## config.mk

```make
export PLATFORM = sky130hd
export DESIGN_NAME = dcasc_top
export DESIGN_NICKNAME = d
export VERILOG_FILES = /design/src/design/dcasc_top.v /design/src/design/dcasc_sync.v /design/src/design/dcasc_fifo.v
export VERILOG_INCLUDE_DIRS = /design/src /design/src/design
export SDC_FILE = /design/constraint.sdc
export NUM_CORES = 1
export LEC_CHECK = 0
export BUFFER_PORTS_ARGS = -buffer_cell sky130_fd_sc_hd__buf_2
export CORE_ASPECT_RATIO = 1.1
export CORE_UTILIZATION = 44
export CTS_CLUSTER_DIAMETER = 50
export DETAILED_ROUTE_END_ITERATION = 8
export PLACE_DENSITY = 0.67
export SYNTH_ARGS = -nofsm -noshare
export SYNTH_HDL_FRONTEND = slang
export SYNTH_SLANG_ARGS = --single-unit
export TNS_END_PERCENT = 50
```

## constraint.sdc

```tcl
create_clock -name sys_clk_in -period 2.9 [get_ports sys_clk_in]
set_clock_uncertainty 0.15 [all_clocks]
set_input_delay 0.29 -clock sys_clk_in [delete_from_list [all_inputs] [get_ports sys_clk_in]]
set_output_delay 0.29 -clock sys_clk_in [all_outputs]
set_load 0.005 [all_outputs]
```

## src/design/dcasc_defs.vh

```
// constants shared by the serial control block of the two-channel converter
`ifndef DCASC_DEFS_VH
`define DCASC_DEFS_VH

// ----------------------------------------------------------------------
// conversion framing
// ----------------------------------------------------------------------
`define DCASC_CONV_CLKS 5'h10
`define DCASC_TRACK_CLKS 5'h03
`define DCASC_HOLD_FALL 5'h04
`define DCASC_CTRL_BITS 4'h8
`define DCASC_CTRL_LAST 4'h7

// ----------------------------------------------------------------------
// channel_select_control field positions and reset value
// ----------------------------------------------------------------------
`define DCASC_ADDR_LOW_POS 3
`define DCASC_ADDR_MID_POS 4
`define DCASC_ADDR_TOP_POS 5
`define DCASC_CHAN_RESET 1'b0

// ----------------------------------------------------------------------
// result path
// ----------------------------------------------------------------------
`define DCASC_RES_BITS 12
`define DCASC_FIFO_DEPTH 8
`define DCASC_FIFO_AW 3
`define DCASC_SYNC_BITS 3

`endif

```

## src/design/dcasc_top.v

```verilog
// serial control and sequencing of the two-channel 12-bit sampling converter
`timescale 1ns/1ps
`default_nettype none
`include "dcasc_defs.vh"

module dcasc_top (
    input wire sys_clk_in,
    input wire rst_in,
    input wire cs_n_in,
    input wire sclk_in,
    input wire din_in,
    output wire dout_out,
    output wire dout_oe_out,
    output wire sample_req_out,
    output wire sample_chan_out,
    output wire track_out,
    output wire hold_out,
    output wire power_down_out,
    output wire underrun_out,
    output wire addr_fault_out,
    input wire [`DCASC_RES_BITS-1:0] result_data_in,
    input wire result_valid_in,
    output wire result_ready_out
);
    // ------------------------------------------------------------------
    // pin synchronisers and edge detection
    // ------------------------------------------------------------------
    wire [2:0] pins_f;
    wire cs_n_f;
    wire sclk_f;
    wire din_f;
    reg cs_n_d_r;
    reg sclk_d_r;

    dcasc_sync #(
        .WIDTH(`DCASC_SYNC_BITS)
    ) u_sync (
        .sys_clk_in(sys_clk_in),
        .rst_in(rst_in),
        .pin_in({din_in, sclk_in, cs_n_in}),
        .level_out(pins_f)
    );

    assign cs_n_f = pins_f[0];
    assign sclk_f = pins_f[1];
    assign din_f = pins_f[2];

    // previous filtered levels for edge detection
    always @(posedge sys_clk_in or posedge rst_in) begin
        if (rst_in) begin
            cs_n_d_r <= 1'b1;
            sclk_d_r <= 1'b1;
        end else begin
            cs_n_d_r <= cs_n_f;
            sclk_d_r <= sclk_f;
        end
    end

    wire cs_fall;
    wire sclk_rise;
    wire sclk_fall_raw;
    wire fall_evt;
    // clock is gated off while select is high
    assign cs_fall = cs_n_d_r && !cs_n_f;
    assign sclk_rise = !cs_n_f && !cs_n_d_r && !sclk_d_r && sclk_f;
    assign sclk_fall_raw = !cs_n_f && !cs_n_d_r && sclk_d_r && !sclk_f;
    // select falling onto a low clock counts as the first falling edge
    assign fall_evt = sclk_fall_raw || (cs_fall && !sclk_f);

    // ------------------------------------------------------------------
    // result buffer
    // ------------------------------------------------------------------
    wire [`DCASC_RES_BITS-1:0] fifo_data;
    wire fifo_valid;
    wire fifo_pop;

    dcasc_fifo #(
        .WIDTH(`DCASC_RES_BITS),
        .DEPTH(`DCASC_FIFO_DEPTH),
        .AW(`DCASC_FIFO_AW)
    ) u_fifo (
        .sys_clk_in(sys_clk_in),
        .rst_in(rst_in),
        .wr_data_in(result_data_in),
        .wr_valid_in(result_valid_in),
        .wr_ready_out(result_ready_out),
        .rd_data_out(fifo_data),
        .rd_valid_out(fifo_valid),
        .rd_ready_in(fifo_pop)
    );

    // ------------------------------------------------------------------
    // counters and control word capture
    // ------------------------------------------------------------------
    reg [4:0] fall_cnt_r;
    reg [3:0] rise_cnt_r;
    reg [7:0] ctrl_sh_r;
    reg next_chan_r;
    reg cur_chan_r;
    reg addr_fault_r;
    wire conv_start;
    wire hold_start;
    wire [7:0] ctrl_word;
    wire ctrl_done;

    // a fall at count 0 or 16 opens a fresh conversion; back to back needs no gap
    assign conv_start = fall_evt && ((fall_cnt_r == 5'h00) || (fall_cnt_r == `DCASC_CONV_CLKS));
    assign hold_start = fall_evt && (fall_cnt_r == `DCASC_TRACK_CLKS);
    assign ctrl_word = {ctrl_sh_r[6:0], din_f};
    // eighth rise of a conversion completes the control word
    assign ctrl_done = sclk_rise && (rise_cnt_r == `DCASC_CTRL_LAST);

    // falling-edge position within the conversion, 0 = waiting for first fall
    always @(posedge sys_clk_in or posedge rst_in) begin
        if (rst_in) begin
            fall_cnt_r <= 5'h00;
        end else if (cs_n_f) begin
            fall_cnt_r <= 5'h00;
        end else if (conv_start) begin
            fall_cnt_r <= 5'h01;
        end else if (fall_evt) begin
            fall_cnt_r <= fall_cnt_r + 5'h01;
        end
    end

    // rising-edge position; four bits wrap after sixteen edges
    always @(posedge sys_clk_in or posedge rst_in) begin
        if (rst_in) begin
            rise_cnt_r <= 4'h0;
        end else if (cs_fall || cs_n_f) begin
            rise_cnt_r <= 4'h0;
        end else if (sclk_rise) begin
            rise_cnt_r <= rise_cnt_r + 4'h1;
        end
    end

    // capture control word on the first eight rising edges of each conversion
    always @(posedge sys_clk_in or posedge rst_in) begin
        if (rst_in) begin
            ctrl_sh_r <= 8'h00;
            next_chan_r <= `DCASC_CHAN_RESET;
            addr_fault_r <= 1'b0;
        end else if (sclk_rise && (rise_cnt_r < `DCASC_CTRL_BITS)) begin
            ctrl_sh_r <= ctrl_word;
            if (ctrl_done) begin
                // only the low address bit steers; the middle bit raises the fault, the rest are don't-care
                next_chan_r <= ctrl_word[`DCASC_ADDR_LOW_POS];
                // middle bit set is outside the contract; flagged, output undefined
                addr_fault_r <= ctrl_word[`DCASC_ADDR_MID_POS];
            end
        end
    end

    // channel for this conversion is the one requested during the previous one
    always @(posedge sys_clk_in or posedge rst_in) begin
        if (rst_in) begin
            cur_chan_r <= `DCASC_CHAN_RESET;
        end else if (conv_start) begin
            cur_chan_r <= next_chan_r;
        end
    end

    // ------------------------------------------------------------------
    // serial output shifter
    // ------------------------------------------------------------------
    reg [`DCASC_RES_BITS-1:0] out_sh_r;
    reg dout_r;
    reg dout_oe_r;
    reg underrun_r;
    reg sample_req_r;
    wire shift_win;

    // pop only on the hold start; an empty buffer sends zeros
    assign fifo_pop = hold_start;

    // falls five to sixteen each move one result bit; the fourth only loads
    assign shift_win = (fall_cnt_r > `DCASC_TRACK_CLKS) && (fall_cnt_r < `DCASC_CONV_CLKS);

    // data changes on falling edges so the host samples it on rising ones
    always @(posedge sys_clk_in or posedge rst_in) begin
        if (rst_in) begin
            out_sh_r <= {`DCASC_RES_BITS{1'b0}};
            dout_r <= 1'b0;
            underrun_r <= 1'b0;
        end else if (cs_n_f) begin
            dout_r <= 1'b0;
        end else if (fall_evt) begin
            if (hold_start) begin
                // straight binary loaded untouched; MSB leaves on the fifth clock
                out_sh_r <= fifo_valid ? fifo_data : {`DCASC_RES_BITS{1'b0}};
                dout_r <= 1'b0;
                underrun_r <= !fifo_valid;
            end else if (shift_win) begin
                dout_r <= out_sh_r[`DCASC_RES_BITS-1];
                out_sh_r <= {out_sh_r[`DCASC_RES_BITS-2:0], 1'b0};
            end else begin
                // first three bit periods read as zero; the LSB stays out through the power-down tail
                dout_r <= 1'b0;
            end
        end
    end

    // output driven only while select is low
    always @(posedge sys_clk_in or posedge rst_in) begin
        if (rst_in) begin
            dout_oe_r <= 1'b0;
        end else begin
            dout_oe_r <= !cs_n_f;
        end
    end

    // one-cycle request to the analog core at track start
    always @(posedge sys_clk_in or posedge rst_in) begin
        if (rst_in) begin
            sample_req_r <= 1'b0;
        end else begin
            sample_req_r <= conv_start;
        end
    end

    // ------------------------------------------------------------------
    // power and mode decode
    // ------------------------------------------------------------------
    localparam PM_DOWN = 2'b00;
    localparam PM_WAKE = 2'b01;
    localparam PM_TRACK = 2'b10;
    localparam PM_HOLD = 2'b11;
    reg [1:0] pm_state;
    reg track_c;
    reg hold_c;
    reg down_c;

    // position in the conversion picks the mode; select high overrides all
    always @* begin
        pm_state = PM_DOWN;
        if (cs_n_f) begin
            pm_state = PM_DOWN;
        end else if (fall_cnt_r == 5'h00) begin
            // selected, first fall not yet seen: powered and idle
            pm_state = PM_WAKE;
        end else if (fall_cnt_r <= `DCASC_TRACK_CLKS) begin
            pm_state = PM_TRACK;
        end else if (fall_cnt_r < `DCASC_CONV_CLKS) begin
            pm_state = PM_HOLD;
        end else begin
            // sixteenth fall until the next first fall
            pm_state = PM_DOWN;
        end
    end

    // at most one level per mode (none in wake), so track, hold and power-down never overlap
    always @* begin
        track_c = 1'b0;
        hold_c = 1'b0;
        down_c = 1'b0;
        case (pm_state)
            PM_TRACK: begin
                track_c = 1'b1;
            end
            PM_HOLD: begin
                hold_c = 1'b1;
            end
            PM_WAKE: begin
                // powered while selected, waiting for the first fall
                down_c = 1'b0;
            end
            default: begin
                down_c = 1'b1;
            end
        endcase
    end

    // ------------------------------------------------------------------
    // outputs
    // ------------------------------------------------------------------
    assign dout_out = dout_r;
    assign dout_oe_out = dout_oe_r;
    assign sample_req_out = sample_req_r;
    assign sample_chan_out = cur_chan_r;
    assign track_out = track_c;
    assign hold_out = hold_c;
    // down while deselected or from the sixteenth fall until the next first fall
    assign power_down_out = down_c;
    assign underrun_out = underrun_r;
    assign addr_fault_out = addr_fault_r;
endmodule // dcasc_top
`default_nettype wire

```

## src/design/dcasc_sync.v

```verilog
// three-stage pin synchroniser with agreement filter, one per bit
`timescale 1ns/1ps
`default_nettype none
module dcasc_sync #(
    parameter WIDTH = 3
) (
    input wire sys_clk_in,
    input wire rst_in,
    input wire [WIDTH-1:0] pin_in,
    output wire [WIDTH-1:0] level_out
);
    reg [WIDTH-1:0] s1_r;
    reg [WIDTH-1:0] s2_r;
    reg [WIDTH-1:0] s3_r;
    reg [WIDTH-1:0] lvl_r;
    genvar i;

    // ------------------------------------------------------------------
    // per-bit chain
    // ------------------------------------------------------------------
    generate
        for (i = 0; i < WIDTH; i = i + 1) begin : g_bit
            // first stage only feeds the second; level moves when stages two and three agree
            always @(posedge sys_clk_in or posedge rst_in) begin
                if (rst_in) begin
                    s1_r[i] <= 1'b1;
                    s2_r[i] <= 1'b1;
                    s3_r[i] <= 1'b1;
                    lvl_r[i] <= 1'b1;
                end else begin
                    s1_r[i] <= pin_in[i];
                    s2_r[i] <= s1_r[i];
                    s3_r[i] <= s2_r[i];
                    if (s2_r[i] == s3_r[i]) begin
                        lvl_r[i] <= s3_r[i];
                    end
                end
            end
        end
    endgenerate

    // all stages reset to the idle high level, so select reads deasserted
    assign level_out = lvl_r;
endmodule // dcasc_sync
`default_nettype wire

```

## src/design/dcasc_fifo.v

```verilog
// result buffer between the converter core and the serial shifter
`timescale 1ns/1ps
`default_nettype none
module dcasc_fifo #(
    parameter WIDTH = 12,
    parameter DEPTH = 8,
    parameter AW = 3
) (
    input wire sys_clk_in,
    input wire rst_in,
    input wire [WIDTH-1:0] wr_data_in,
    input wire wr_valid_in,
    output wire wr_ready_out,
    output wire [WIDTH-1:0] rd_data_out,
    output wire rd_valid_out,
    input wire rd_ready_in
);
    reg [WIDTH-1:0] mem_r [0:DEPTH-1];
    reg [AW-1:0] wr_ptr_r;
    reg [AW-1:0] rd_ptr_r;
    reg [AW:0] count_r;
    wire push;
    wire pop;

    // ------------------------------------------------------------------
    // handshakes
    // ------------------------------------------------------------------
    assign wr_ready_out = (count_r != DEPTH[AW:0]);
    assign rd_valid_out = (count_r != {(AW+1){1'b0}});
    assign push = wr_valid_in && wr_ready_out;
    assign pop = rd_ready_in && rd_valid_out;
    assign rd_data_out = mem_r[rd_ptr_r];

    // storage has no reset; only the pointers and the count carry state
    always @(posedge sys_clk_in) begin
        if (push) begin
            mem_r[wr_ptr_r] <= wr_data_in;
        end
    end

    // pointers wrap naturally, depth is a power of two
    always @(posedge sys_clk_in or posedge rst_in) begin
        if (rst_in) begin
            wr_ptr_r <= {AW{1'b0}};
            rd_ptr_r <= {AW{1'b0}};
            count_r <= {(AW+1){1'b0}};
        end else begin
            if (push) begin
                wr_ptr_r <= wr_ptr_r + 1'b1;
            end
            if (pop) begin
                rd_ptr_r <= rd_ptr_r + 1'b1;
            end
            if (push && !pop) begin
                count_r <= count_r + 1'b1;
            end else if (pop && !push) begin
                count_r <= count_r - 1'b1;
            end
        end
    end
endmodule // dcasc_fifo
`default_nettype wire

```

==> impl_summary.md <==
Logic synthesis
The synthesized design contains about 150 register bits. Counting flops with a built-in enable in the synthesized netlist gives 96. Of all flip-flops after synthesis, the portion carrying an async set or reset was a little under two fifths. Counting every instance in the synthesized netlist gives 354. The adder-cell share of the synthesized area is under 10%. The synthesized netlist contains 51 unique library cells. During synthesis, Yosys emitted a total of 0 warnings. The post-synthesis area per instance is 17.1 µm².

The post-synthesis share of cell area spent on and, or, nand and nor gates is between 5 and 6%. The fraction of synthesized area in multiplexers is between 10% and 20%. The share of the yosys chip area belonging to registers is 70.9%.

In this run the cell area of the synthesized design comes to approximately 6100 µm². The number of nets handed over by synthesis was approximately 380. The synthesized netlist devotes approximately 4.3% of its cell area to compound gates. The flip-flop cell with the highest count after synthesis is edfxtp_1. After synthesis, the largest family of logic cells by area is multiplexers. The post-synthesis share of cell area spent on xor and xnor gates is 1.44%.

Placed design
Including well taps, the total number of placed cells is 566. Summing all placed instances gives a cell area of 6490 µm². Detailed placement ended at an HPWL of approximately 6600 µm. The count of buffers added on input and output ports is 27. The final weighted congestion in routability-driven placement is 0.744. Timing analysis after detailed placement gives a worst setup slack of 103 ps.

Clock network
The CTS root buffer is clkbuf_16. The clock transition time at the flip-flop clock pins of the worst setup and hold paths is 70 ps. The number of clock buffers added by TritonCTS is 17.

TritonCTS built the clock tree. CTS saw ~150 sinks. The H-tree generated during clock tree synthesis spans 4 levels. The later pin in the worst-skew pair is clocked with a latency of approximately 420 ps.

Counting along the longest clock path gives a buffer depth of 2.

Floorplanning
The floorplan has 44 rows. The horizontal extent of the die is 114 µm. The area inside the core boundary is between 10000 and 15000 µm².

The die covers approximately 14000 µm². From bottom edge to top edge, the die measures 125 µm. Once the floorplan was initialized, standard cells occupied 45.6% of the core.

The number of top-level pins is 28.

Drt
Dividing the detail-routed via count by the number of cells gives 5.27. The post-detailed-route count of antenna-violating nets is 0. Wires add up to 10600 µm.

The number of DRC violations after detailed routing is 0. The routed layout has around 3200 vias. The first routing iteration left roughly 180 violations. The first TritonRoute pass finished after 4 iterations. The per-cell routed wire length is ~17 µm.

Pwr
Overall power consumption after layout is estimated at ~6.0 mW. The worst supply voltage drop on vdd is between 0.6 and 0.7 mV. In this run the static leakage power is ~2.7 nW. Power spread over the standard cell area amounts to between 800 and 900 nW/µm².

Timing
After layout, the worst setup slack is between 200 and 250 ps. The worst relative slew slack is approximately a fifth. The minimum period implied by the final worst setup slack is 2680 ps. The aggregate negative setup slack is 0 ps. The final number of hold-violating endpoints is 0. Setup violations remaining at the end of the flow were counted as 0. Of the available clock period, the critical path in the final layout requires 92.4%. The actual transition at the worst max-transition pin is ~1200 ps.

The highest clock frequency the design can meet is ~370 MHz. The worst hold slack across all endpoints is about 200 ps. Setup repair after global routing left no endpoint under its margin. The max-slew violation count was 0.

Setup path
STA puts the critical path data arrival time at between 2000 and 3000 ps. The worst setup path is captured at a register. The signal on the critical path passes through nor4_2 > and4b_1 > inv_2 > ha_1 > inv_2 > ha_1 > a21o_1 > a21oi_1 > mux2i_1 > o31ai_1. The delay of the slowest cell on the worst path is roughly 440 ps.

The slowest stage of the critical path is the dfrtp_1 cell. STA puts the critical path data required time at ~3100 ps. The critical path is of the register to register type. The largest fanout of any net on the critical path is 6.

The kind of start point of the critical path is a register.

Layout
0 antenna diodes ended up in the layout. In the final layout, the share of cells above drive strength 1 is between 30% and 40%. The total of fill cells in the finished design is about 1100. The finished layout holds just over 600 standard cells, fillers aside. The area of all sequential standard cells is about 4300 µm².

The total number of nets in the final design is approximately 440. The area taken by multi-input logic gates is approximately 1700 µm². The post-route standard cell area excluding fillers is 7300 µm². The utilization of the core after routing is between 50% and 60%. Compared with the post-synthesis result, the final layout area differs by 20.2%.

Global route
For this run, the total global-route usage over all layers was measured as roughly 16%. The first global-routing pass estimated roughly 17000 µm of wire. Entering global routing, the biggest net connects 27 pins. The number of global-route vias before repair is 3385. The initial antenna violation count came to 0. After global routing the overflow that remains totals 0.

Worst hold path
The kind of path behind the tightest hold check is input port to register.

Job
The total of max-cap violations is 0.

Run status
The flow ran to the end, and the final reports show no timing, DRC or antenna violations.
[cell usage after synthesis, types with 3 or more instances]
library cell,n,area (µm²)
mux2_2,7,78.8
nor4_1,3,18.8
o21ai_0,3,15.0
mux2i_1,14,140
dfrtp_1,42,1050
nor2_1,24,90.1
a21oi_1,16,80.1
ha_1,8,100
nand2_1,12,45.0
buf_4,3,22.5
nor3_1,9,45.0
buf_2,3,15.0
xnor2_1,5,43.8
o22ai_1,11,68.8
dfstp_2,14,368
edfxtp_1,96,2880
maj3_1,3,30.0
xor2_1,5,43.8
clkbuf_1,5,18.8
mux4_2,24,541
inv_1,7,26.3
[kinds of logic after synthesis]
kind of cell | count (synthesis)
adder cells (fa/ha/maj) | 12
buffers and inverters | 24
AO/OA/AOI/OAI | 42
AND/OR/NAND/NOR | 66
XOR/XNOR | 10
flip-flops | 152
multiplexers | 48
[area by class of cell]
cell class	count	share of cell area, %
clock buffer	17	5.83
inverter	8	0.412
tap	184	3.16
sequential	152	59.0
timing repair buffer	60	5.80
multi-input combinational	178	23.0
clock inverter	15	2.80
[placed cells by master (no fill, tap or decap), types with 6 or more instances in the layout]
cell / instances
a21oi_1: 16
buf_2: 27
buf_4: 17
clkbuf_16: 17
dfrtp_1: 42
dfstp_2: 14
dlygate4sd3_1: 16
edfxtp_1: 96
ha_1: 8
mux2_2: 7
mux2i_1: 14
mux4_2: 24
nand2_1: 11
nor2_1: 24
nor3_1: 6
o22ai_1: 11
[metal layers]
metal / vias to the layer above / wire length (µm) / track usage [%]
met5: - / 0 / 0
met2: 67 / 5430 / 27.2
met3: 13 / 396 / 5.04
met1: 1669 / 4580 / 20.2
met4: 0 / 180 / 6.65
li1: 1487 / - / -
[registers in the layout (all words and copies together) (netlist names)]
register / flops
dout_oe_out: 1
u_sync.level_out: 3
rise_cnt_r: 4
cs_n_d_r: 1
ctrl_sh_r: 4
u_fifo.count_r: 4
u_sync.s1_r: 3
u_fifo.wr_ptr_r: 3
u_sync.s2_r: 3
next_chan_r: 1
u_sync.s3_r: 3
out_sh_r: 12
u_fifo.rd_ptr_r: 3
underrun_out: 1
dout_out: 1
sclk_d_r: 1
sample_req_out: 1
fall_cnt_r: 5
sample_chan_out: 1
u_fifo.mem_r: 96
addr_fault_out: 1
[worst max-delay path, delay by kind of cell, from the launching register on]
family / cells / cell delay [ps]
AOI/OAI and AO/OA: 3 / 490
DFF: 1 / 440
buffers and inverters: 2 / 170
and+or+nand+nor: 2 / 610
adders and majority gates: 2 / 480
muxes: 1 / 210
[where the power goes]
part           internal, mW  switching [mW]
combinational         0.393           0.462
sequential             2.68           0.179
clock                  1.32           0.949
total                  4.40            1.59
[final timing paths]
check	end	depth (start not counted)	startpoint	slack (ps)
setup / recovery	u_fifo.count_r[3]	10	fall_cnt_r[3]	220
setup reg to reg	u_fifo.count_r[3]	10	fall_cnt_r[3]	220
min in group asynchronous	out_sh_r[10]	3	rst_in	270
hold reg to reg	u_sync.s2_r[0]	0	u_sync.s1_r[0]	210
max in group asynchronous	u_sync.level_out[0]	4	rst_in	1650
hold / removal	u_fifo.wr_ptr_r[0]	4	result_valid_in	200
[what timing repair did]
item,in CTS,in global routing
setup buffers,0,0
resized for setup,0,5
endpoints found under the hold margin,114,0
setup endpoints to repair,0,1
hold buffers,16,0
Power figures use the tool's default switching activity.
